$ cat config.mk
export PLATFORM = sky130hd
export DESIGN_NAME = gpc_port
export DESIGN_NICKNAME = d
export VERILOG_FILES = /design/src/core/gpc_pkg.sv /design/src/core/gpc_pin_if.sv /design/src/core/gpc_pad.sv /design/src/core/gpc_port.sv
export SDC_FILE = /design/constraint.sdc
export NUM_CORES = 1
export LEC_CHECK = 0
export BUFFER_PORTS_ARGS = -buffer_cell sky130_fd_sc_hd__buf_4
export CORE_MARGIN = 1.5
export CORE_UTILIZATION = 32
export DETAILED_ROUTE_END_ITERATION = 16
export GPL_TIMING_DRIVEN = 0
export HOLD_SLACK_MARGIN = 0.03
export SYNTH_ARGS = -nofsm -noshare
export SYNTH_HDL_FRONTEND = slang
export SYNTH_SLANG_ARGS = --single-unit
$ cat constraint.sdc
create_clock -name clk_sys -period 2.4 [get_ports clk_sys]
set_clock_uncertainty 0.1 [all_clocks]
set_input_delay 0.48 -clock clk_sys [delete_from_list [all_inputs] [get_ports clk_sys]]
set_output_delay 0.48 -clock clk_sys [all_outputs]
set_load 0.02 [all_outputs]
$ cat src/core/gpc_pkg.sv
// Package for the general-purpose port pin control block.
// Assumes a plain register port with byte-wide data and one system clock.
package gpc_pkg;
   // Register offsets on the register port.
   localparam logic [3:0] ADDR_PIN_INPUT     = 4'h0;
   localparam logic [3:0] ADDR_DIRECTION     = 4'h1;
   localparam logic [3:0] ADDR_OUTPUT_LATCH  = 4'h2;
   localparam logic [3:0] ADDR_PWR_PIN_CTRL  = 4'h3;
   localparam logic [3:0] ADDR_ALT_ENABLE    = 4'h4;
   // Field position of the global pull-up disable in the control register.
   localparam int         PUD_BIT            = 6;
   // Reset values.
   localparam logic [7:0] RST_CONTROL        = 8'h00;
   localparam logic [7:0] RST_DATA           = 8'h00;
   // One-hot pin mode codes, one bit per {direction, latch} combination.
   typedef enum logic [3:0] {
      GPC_MODE_TRISTATE = 4'b0001,
      GPC_MODE_PULLUP   = 4'b0010,
      GPC_MODE_OUT_LOW  = 4'b0100,
      GPC_MODE_OUT_HIGH = 4'b1000
   } gpc_mode_t;
endpackage : gpc_pkg

$ cat src/core/gpc_pin_if.sv
// Interface carrying per-pin control bits from the register file to the pad logic.
// Assumes one instance per port, all pins in one vector.
`timescale 1ns/1ps
interface gpc_pin_if #(parameter int WIDTH = 6);
   logic [WIDTH-1:0] direction;
   logic [WIDTH-1:0] latch;
   logic [WIDTH-1:0] alt_en;
   logic [WIDTH-1:0] alt_val;
   logic             global_pullup_disable;
   modport ctrl (output direction, output latch, output alt_en, output alt_val, output global_pullup_disable);
   modport pad  (input direction, input latch, input alt_en, input alt_val, input global_pullup_disable);
endinterface : gpc_pin_if

$ cat src/core/gpc_pad.sv
// Pad logic: turns direction, latch and pull-up disable into pin drive signals.
// Assumes the asynchronous reset tri-states the pins with no clock running.
`timescale 1ns/1ps
module gpc_pad #(
   parameter int WIDTH = 6
) (
   // Clock and reset.
   input  wire logic             clk_sys,
   input  wire logic             rst_b,
   input  wire logic             clk_en,
   // Control from the register file.
   gpc_pin_if.pad                pins,
   // Pin drive.
   output logic      [WIDTH-1:0] pin_out,
   output logic      [WIDTH-1:0] pin_oe,
   output logic      [WIDTH-1:0] pin_pullup
);
   // Drive registers; reset clears them at once so pins float without a clock.
   for (genvar i = 0; i < WIDTH; i++) begin : g_pin
      always_ff @(posedge clk_sys or negedge rst_b) begin
         if (!rst_b) begin
            pin_oe[i]     <= 1'b0;
            pin_out[i]    <= 1'b0;
            pin_pullup[i] <= 1'b0;
         end else if (clk_en) begin
            pin_oe[i]     <= pins.direction[i];
            // Compare output reaches the pin only through an output direction.
            pin_out[i]    <= pins.direction[i] &
                             (pins.alt_en[i] ? pins.alt_val[i] : pins.latch[i]);
            pin_pullup[i] <= ~pins.direction[i] & pins.latch[i] & ~pins.global_pullup_disable;
         end
      end
   end
endmodule : gpc_pad

$ cat src/core/gpc_port.sv
// Top of the port pin control block: register file, input synchroniser, pad logic.
// Assumes a plain register port and pin inputs asynchronous to clk_sys.
//
// Functional notes
// - Direction one makes output, zero input.
// - Input with latch one gets pull-up.
// - Pull-up off when latch zero or output.
// - Reset tri-states all pins without clock.
// - Output drives latch value onto pin, or compare output when alt enable set.
// - Writing one to pin-input toggles latch.
// - Global disable turns off all pull-ups.
// - Compare output only reaches output pins.
`timescale 1ns/1ps
module gpc_port #(
   parameter int WIDTH = 6
) (
   // Clock, reset and enable.
   input  wire logic             clk_sys,
   input  wire logic             rst_b,
   input  wire logic             clk_en,
   // Register port.
   input  wire logic [3:0]       reg_addr,
   input  wire logic [7:0]       reg_wdata,
   input  wire logic             reg_wr,
   input  wire logic             reg_rd,
   output logic      [7:0]       reg_rdata,
   // Timer compare outputs.
   input  wire logic [WIDTH-1:0] timer_compare_output,
   // Pins.
   input  wire logic [WIDTH-1:0] pin_in,
   output logic      [WIDTH-1:0] pin_out,
   output logic      [WIDTH-1:0] pin_oe,
   output logic      [WIDTH-1:0] pin_pullup
);
   // Port pins sit in the low bits of a byte register.
   if (WIDTH < 1 || WIDTH > 8) begin : g_bad_width
      $error("gpc_port: WIDTH must be 1 to 8");
   end

   gpc_pin_if #(.WIDTH(WIDTH)) pins ();

   logic [WIDTH-1:0] direction_register_r;
   logic [WIDTH-1:0] output_latch_register_r;
   logic [WIDTH-1:0] alt_enable_r;
   logic [7:0]       power_and_pin_control_r;
   logic [WIDTH-1:0] sync1_r;
   logic [WIDTH-1:0] pin_input_register_r;
   logic [7:0]       rdata_nxt;
   logic [WIDTH-1:0] wd;

   assign wd = reg_wdata[WIDTH-1:0];

   // Direction register; reset leaves every pin an input.
   always_ff @(posedge clk_sys or negedge rst_b) begin
      if (!rst_b) begin
         direction_register_r <= '0;
      end else if (clk_en && reg_wr && reg_addr == gpc_pkg::ADDR_DIRECTION) begin
         direction_register_r <= wd;
      end
   end

   // Output latch; a one written to the pin-input address flips the latch bit.
   always_ff @(posedge clk_sys or negedge rst_b) begin
      if (!rst_b) begin
         output_latch_register_r <= '0;
      end else if (clk_en && reg_wr) begin
         if (reg_addr == gpc_pkg::ADDR_OUTPUT_LATCH) begin
            output_latch_register_r <= wd;
         end else if (reg_addr == gpc_pkg::ADDR_PIN_INPUT) begin
            output_latch_register_r <= output_latch_register_r ^ wd;
         end
      end
   end

   // Control register; only the pull-up disable acts here, the rest is storage.
   always_ff @(posedge clk_sys or negedge rst_b) begin
      if (!rst_b) begin
         power_and_pin_control_r <= gpc_pkg::RST_CONTROL;
      end else if (clk_en && reg_wr && reg_addr == gpc_pkg::ADDR_PWR_PIN_CTRL) begin
         power_and_pin_control_r <= reg_wdata;
      end
   end

   // Alternate-function enables select the compare output per pin.
   always_ff @(posedge clk_sys or negedge rst_b) begin
      if (!rst_b) begin
         alt_enable_r <= '0;
      end else if (clk_en && reg_wr && reg_addr == gpc_pkg::ADDR_ALT_ENABLE) begin
         alt_enable_r <= wd;
      end
   end

   // Two-stage synchroniser; only the second stage is ever read.
   always_ff @(posedge clk_sys or negedge rst_b) begin
      if (!rst_b) begin
         sync1_r              <= '0;
         pin_input_register_r <= '0;
      end else if (clk_en) begin
         sync1_r              <= pin_in;
         pin_input_register_r <= sync1_r;
      end
   end

   // Read mux; unmapped addresses read zero.
   always_comb begin
      rdata_nxt = gpc_pkg::RST_DATA;
      unique case (reg_addr)
         gpc_pkg::ADDR_PIN_INPUT:    rdata_nxt[WIDTH-1:0] = pin_input_register_r;
         gpc_pkg::ADDR_DIRECTION:    rdata_nxt[WIDTH-1:0] = direction_register_r;
         gpc_pkg::ADDR_OUTPUT_LATCH: rdata_nxt[WIDTH-1:0] = output_latch_register_r;
         gpc_pkg::ADDR_PWR_PIN_CTRL: rdata_nxt = power_and_pin_control_r;
         gpc_pkg::ADDR_ALT_ENABLE:   rdata_nxt[WIDTH-1:0] = alt_enable_r;
         default:                    rdata_nxt = gpc_pkg::RST_DATA;
      endcase
   end

   // Read data stand only in the cycle after the read strobe.
   always_ff @(posedge clk_sys or negedge rst_b) begin
      if (!rst_b) begin
         reg_rdata <= gpc_pkg::RST_DATA;
      end else if (clk_en) begin
         reg_rdata <= reg_rd ? rdata_nxt : gpc_pkg::RST_DATA;
      end
   end

   assign pins.direction = direction_register_r;
   assign pins.latch     = output_latch_register_r;
   assign pins.alt_en    = alt_enable_r;
   assign pins.alt_val   = timer_compare_output;
   assign pins.global_pullup_disable       = power_and_pin_control_r[gpc_pkg::PUD_BIT];

   // Glitch-free mode changes are left to software stepping through safe states.
   gpc_pad #(.WIDTH(WIDTH)) u_pad (
      .clk_sys    (clk_sys),
      .rst_b      (rst_b),
      .clk_en     (clk_en),
      .pins       (pins.pad),
      .pin_out    (pin_out),
      .pin_oe     (pin_oe),
      .pin_pullup (pin_pullup)
   );
endmodule : gpc_port

==> impl_metrics.env, run 1 <==
export IMPL_period_minus_slack_ps=1640
export IMPL_stdcell_area_um2=3580
export IMPL_die_h_um=98.0
export IMPL_slowest_stage="clkbuf_1"
export IMPL_drive_above_1_share=0.344
export IMPL_cts_tree="built"
export IMPL_rows=34
export IMPL_placedCellCount=409
export IMPL_fin_total_pwr_w=0.00271
export IMPL_crit_cells=4
export IMPL_synthMuxAreaShare=0.153
export IMPL_drc=0
export IMPL_synth_area_leaders="dfrtp_1, mux2_2, inv_1"
export IMPL_die_area_um2=9610
export IMPL_synth_xor_area_share=0
export IMPL_synth_adder_area_share=0
export IMPL_postPlaceCellArea_um2=3420
export IMPL_antenna_found_initial=0
export IMPL_gp_congestion=0.872
export IMPL_dieWidth_um=98.0
export IMPL_r2r_cells=4
export IMPL_synth_most_common_cell="dfrtp_1"
export IMPL_clk_latency_ps=340
export IMPL_rrSetupSlack_ps=900
export IMPL_finalCritPeriodShare=0.682
export IMPL_synth_cell_types=32
export IMPL_syn2layout_area_growth_pct=24.0
export IMPL_synthArstFlopShare=1.00
export IMPL_max_freq_mhz=611
export IMPL_crit_start="clk_en"
export IMPL_yosysSeqAreaShare=0.554
export IMPL_port_buffers=53
export IMPL_grt_pass1_wl_um=11400
export IMPL_endpoint_kind="flip-flop"
export IMPL_synth_compound_area_frac=0.146
export IMPL_drtIter0Drc=138
export IMPL_core_area_um2=8720
export IMPL_synth_area_um2=2890
export IMPL_num_vias=2139
export IMPL_worst_r2r_endpoint="reg_rdata[5]"
export IMPL_synthesis_nets=277
export IMPL_holdBufCountCts=0
export IMPL_yosys_area_top_type="dfrtp_1"
export IMPL_vias_per_cell=5.03
export IMPL_final_cells=425
export IMPL_cts_made_buffers=9
export IMPL_hold_viol=0
export IMPL_cts_sinks=64
export IMPL_num_antenna_cells=0
export IMPL_synth_top_family_by_area="multiplexers"
export IMPL_grt_max_degree=65
export IMPL_cts_max_level=3
export IMPL_cp_cell_sequence="buf_4 -> buf_1 -> clkbuf_1 -> o22ai_1"
export IMPL_clockBufferDepth=2
export IMPL_synth_simple_gate_area_frac=0.0871
export IMPL_grt_pass1_vias=2077
export IMPL_worstPathMaxFanout=10
export IMPL_routedWlPerCell_um=16.8
export IMPL_finalSetupTns_ps=0
export IMPL_reg2reg_from="direction_register_r[5]"
export IMPL_synth_edf_count=0
export IMPL_start_util=0.331
export IMPL_crit_family="buffers and inverters"
export IMPL_cp_endpoint="u_pad.pin_out[4]"
export IMPL_avgSynthCellArea_um2=11.6
export IMPL_tightest_slew_ps=816
export IMPL_grt_util_all_layers=0.158
export IMPL_worst_path_buf_inv=3
export IMPL_peakVddDrop_mv=0.284
export IMPL_max_stage_delay_ps=540
export IMPL_postCtsSetupRepairBufs=0
export IMPL_max_cap_viol_count=0
export IMPL_cellPowerDensity_nw_per_um2=757
export IMPL_yosys_warnings=0
export IMPL_path_class="in2reg"
export IMPL_maxSlewViolCount=0
export IMPL_start_kind="primary input"
export IMPL_required_ps=2500
export IMPL_arrival_ps=1740
export IMPL_dp_hpwl_um=4960
export IMPL_synth_top_area_share=0.554
export IMPL_synthCells=248
export IMPL_ios=55
export IMPL_status="completed"
export IMPL_drt_wl_total_um=7160
export IMPL_num_nets_final=341
export IMPL_ant_nets=0
export IMPL_rsz0062_at_grt="no"
export IMPL_synth_top_cells_by_count="dfrtp_1, inv_1, mux2_2, nand2_1, o21ai_0"
export IMPL_hold_path_class="in2async"
export IMPL_cts_root_buf="clkbuf_8"
export IMPL_setup_violations=0
export IMPL_ys_flop_type="dfrtp_1"
export IMPL_p_leak_nw=1.65
export IMPL_cts_resized_gates=0
export IMPL_drtPass1Iterations=4
export IMPL_relSlewSlack=0.456
export IMPL_ys_ff_latch=64
export IMPL_cts_reportedPaths_clkPinSlew_ps=70
export IMPL_grt_overflow=0
==> layout by cell type (no fill, tap or decap) <==
cell type	netlist	final
nand4b_1	1	1
clkbuf_8	0	10
and2b_1	1	1
buf_4	2	55
nand2b_1	1	1
o21ai_1	4	4
nor2_1	2	2
nor2b_1	1	1
dfrtp_1	64	64
nor4b_2	1	1
o21ai_0	18	18
inv_1	33	33
or4_4	1	1
a21oi_1	3	3
a22o_1	10	10
buf_1	2	2
o22ai_1	14	14
mux2_2	33	33
clkbuf_1	3	9
and2_1	1	1
nand4_1	1	1
o32ai_1	6	6
nor2_4	1	1
o21ai_2	1	1
a32o_1	1	1
a222oi_1	5	5
mux2i_1	7	7
nor3_4	1	1
nand3b_1	1	1
nand4_2	1	1
buf_2	3	3
nand2_1	23	23
nor4_4	2	2
==> worst reg2reg max path: cells and delay by family (launching register included) <==
family / cells / cell delay [ps]
mux: 1 / 280
flops: 1 / 410
compound gates: 3 / 570
==> worst min path at each step <==
stage / start / endpoint / slack (ps) / depth (start not counted)
global placement: power_and_pin_control_r[5] / power_and_pin_control_r[5] / 380 / 1
global route: rst_b / u_pad.pin_oe[5] / 180 / 1
finish: rst_b / u_pad.pin_out[5] / 130 / 1
floorplan: rst_b / alt_enable_r[0] / 80 / 0
CTS: rst_b / u_pad.pin_out[5] / 170 / 1
detailed placement: sync1_r[0] / pin_input_register_r[0] / 390 / 1
==> area by class of cell <==
cell class | count | area (µm²)
multi-input combinational | 141 | 1110
tap | 108 | 135
fill | 831 | 5140
sequential | 64 | 1600
clock buffer | 16 | 160
buffer | 10 | 48.8
timing repair buffer | 53 | 398
inverter | 33 | 124
==> metrics by stage <==
stage	util	setup WS, ps	hold slack [ps]
floorplan	-	725	84.4
global placement	0.392	447	383
detailed placement	0.392	367	389
CTS	0.411	743	168
global route	0.411	686	179
finish	0.411	763	129
==> metal layers <==
metal / part of all wire / up-vias / GRT usage
li1: - / 1019 / -
met1: 0.47 / 1045 / 0.220
met2: 0.46 / 66 / 0.230
met3: 0.057 / 9 / 0.0558
met4: 0.012 / 0 / 0.0538
met5: 0 / - / 0
==> where the power goes <==
part	total, W	internal, W	switching, W
clock network	0.000791	0.000406	0.000385
logic	0.000558	0.000272	0.000286
registers	0.00136	0.00124	0.000119
total	0.00271	0.00192	0.000790
==> kinds of logic after synthesis <==
group / Yosys count
muxes: 40
DFF: 64
AOI/OAI and AO/OA: 62
buffers and inverters: 43
and+or+nand+nor: 39
==> registers in the layout, indices dropped and copies added (netlist names) <==
| name | cells |
|---|---|
| alt_enable_r | 6 |
| pin_input_register_r | 6 |
| sync1_r | 6 |
| power_and_pin_control_r | 8 |
| output_latch_register_r | 6 |
| direction_register_r | 6 |
| u_pad.pin_pullup | 6 |
| u_pad.pin_oe | 6 |
| u_pad.pin_out | 6 |
| reg_rdata | 8 |
Power figures use the tool's default switching activity.
==> inputs of run 2 (changes only) <==
- ABC_AREA: default -> 1
- clock period: 2.4 -> 1.43 ns (I/O delays scaled with it)
==> impl_metrics.env, run 2 <==
export IMPL_num_antenna_cells=0
export IMPL_cp_cell_sequence="buf_4"
export IMPL_crit_family="flip-flops"
export IMPL_intPower_w=0.00331
export IMPL_synthArstFlopShare=1.00
export IMPL_drc=7
export IMPL_routedWlPerCell_um=14.0
export IMPL_cts_root_buf="clkbuf_8"
export IMPL_dieWidth_um=98.9
export IMPL_endpoint_kind="primary output"
export IMPL_num_nets_final=445
export IMPL_ff_latch_area_um2=1600
export IMPL_yosys_warnings=0
export IMPL_cts_resized_gates=0
export IMPL_syn2layout_area_growth_pct=25.1
export IMPL_drt_wl_total_um=7390
export IMPL_slowest_stage="dfrtp_1"
export IMPL_status="finished, violations left"
export IMPL_p_seq_frac=0.487
export IMPL_ys_flop_type="dfrtp_1"
export IMPL_fill_cells=900
export IMPL_largestRegisters="power_and_pin_control_r (8), reg_rdata (8)"
export IMPL_grt_use_met3=0.0340
export IMPL_clk_latency_ps=340
export IMPL_hold_viol=0
export IMPL_cellPowerDensity_nw_per_um2=1290
export IMPL_worst_r2r_endpoint="u_pad.pin_pullup[4]"
export IMPL_stdcell_area_um2=3680
export IMPL_grt_overflow=0
export IMPL_tightest_slew_ps=804
export IMPL_rrSetupSlack_ps=290
export IMPL_fin_util=0.418
export IMPL_postPlaceCellArea_um2=3480
export IMPL_crit_start="u_pad.pin_pullup[5]"
export IMPL_cts_max_level=3
export IMPL_synth_cell_types=24
export IMPL_clockBufferDepth=2
export IMPL_yosysSeqAreaShare=0.544
export IMPL_port_buffers=54
export IMPL_hold_path_class="in2reg"
export IMPL_antenna_found_initial=0
export IMPL_worstPathMaxFanout=2
export IMPL_cts_tree="built"
export IMPL_synthMuxAreaShare=0
export IMPL_cts_reportedPaths_clkPinSlew_ps=70
export IMPL_num_vias=2440
export IMPL_synthCells=350
export IMPL_synth_most_common_cell="nand2_1"
export IMPL_maxSlewViolCount=0
export IMPL_synth_adder_area_share=0
export IMPL_rows=34
export IMPL_die_area_um2=9780
export IMPL_synth_top_family_by_area="simple AND/OR/NAND/NOR gates"
export IMPL_synth_top_cells_by_count="nand2_1, dfrtp_1, inv_1, nand3_1, o21ai_0"
export IMPL_relSlewSlack=0.464
export IMPL_synth_area_leaders="dfrtp_1, nand2_1, nand3_1"
export IMPL_grt_max_degree=65
export IMPL_p_clk_frac=0.317
export IMPL_grt_pass1_vias=2403
export IMPL_peakVddDrop_mv=0.458
export IMPL_synth_compound_area_frac=0.0970
export IMPL_final_common_cell="nand2_1"
export IMPL_synth_simple_gate_area_frac=0.273
export IMPL_drtIter0Drc=135
export IMPL_finalCritPeriodShare=0.902
export IMPL_rsz0062_at_grt="no"
export IMPL_start_kind="flip-flop"
export IMPL_final_cell_mix="nand2_1, dfrtp_1, buf_4"
export IMPL_start_util=0.334
export IMPL_reg2reg_from="power_and_pin_control_r[6]"
export IMPL_core_area_um2=8810
export IMPL_switching_power_w=0.00143
export IMPL_crit_cells=1
export IMPL_synth_xor_area_share=0.0179
export IMPL_holdBufCountCts=1
export IMPL_worst_path_buf_inv=1
export IMPL_grt_pass1_wl_um=12200
export IMPL_top_usage_layer="met2"
export IMPL_synth_edf_count=0
export IMPL_drtPass1Iterations=11
export IMPL_swShare=0.302
export IMPL_yosys_area_top_type="dfrtp_1"
export IMPL_required_ps=1040
export IMPL_ios=55
export IMPL_met1_usage=0.226
export IMPL_cts_sinks=64
export IMPL_vias_per_cell=4.62
export IMPL_hold_ws_ps=39.3
export IMPL_synthesis_nets=379
export IMPL_postCtsSetupRepairBufs=0
export IMPL_r2r_cells=3
export IMPL_max_stage_delay_ps=400
export IMPL_drive_above_1_share=0.231
export IMPL_multi_input_area_um2=1140
export IMPL_cts_made_buffers=9
export IMPL_combPwrFrac=0.197
export IMPL_period_minus_slack_ps=1290
export IMPL_avgSynthCellArea_um2=8.40
export IMPL_violations="DRC"
export IMPL_fin_total_pwr_w=0.00474
export IMPL_cp_endpoint="pin_pullup[5]"
export IMPL_synth_top_area_share=0.544
export IMPL_setup_violations=0
export IMPL_use_met2=0.252
export IMPL_finalSetupTns_ps=0
export IMPL_arrival_ps=900
export IMPL_max_cap_viol_count=0
export IMPL_gp_congestion=0.870
export IMPL_synth_area_um2=2940
export IMPL_p_leak_nw=1.95
export IMPL_path_class="reg2out"
export IMPL_die_h_um=98.9
export IMPL_max_freq_mhz=776
export IMPL_dp_hpwl_um=5160
export IMPL_ant_nets=0
export IMPL_ys_ff_latch=64
export IMPL_grt_util_all_layers=0.163
==> run 2: how the worst min path moves through the flow <==
stage                   start                  end  cells after the start
floorplan               rst_b      alt_enable_r[0]                      0
global placement        rst_b      u_pad.pin_oe[2]                      1
detailed placement      rst_b  u_pad.pin_pullup[2]                      1
CTS                 pin_in[4]           sync1_r[4]                      3
global route        pin_in[1]           sync1_r[1]                      3
finish              pin_in[4]           sync1_r[4]                      3
==> run 2: metal layers <==
layer | wire length, µm | part of all wire
met1 | 3530 | 0.48
met4 | 102 | 0.014
met5 | 0 | 0
met3 | 379 | 0.051
met2 | 3380 | 0.46
==> run 2: cells by family (layout without fill, tap and decap cells) <==
family | count (synthesis) | in the layout
flops | 64 | 64
compound gates | 47 | 47
xor+xnor | 6 | 6
simple gates | 188 | 188
buf+inv | 45 | 115
==> run 2: power groups by stage <==
stage	logic (W)	clock network [W]	registers [W]
3_5_place_dp	0.000943	0	0.00234
4_1_cts	0.000949	0.00154	0.00230
3_3_place_gp	0.000919	0	0.00233
5_1_grt	0.00105	0.00163	0.00234
2_1_floorplan	0.000463	0	0.00239
6_report	0.000933	0.00150	0.00231
==> run 2: cell type report <==
cell class / count / share of cell area
inverters: 33 / 0.0337
clock buffers: 11 / 0.0384
plain buffers: 12 / 0.0204
multi-input cells: 241 / 0.310
flip-flops and latches: 64 / 0.435
clock inverters: 4 / 0.0122
repair buffers: 55 / 0.113
well taps: 108 / 0.0367
==> run 2: per-stage QoR <==
step / setup slack (ps) / cells
after floorplan: 227 / 350
after global placement: -179 / 512
after detailed placement: -198 / 512
after CTS: 131 / 528
after global routing: 40.4 / 528
final: 141 / 528
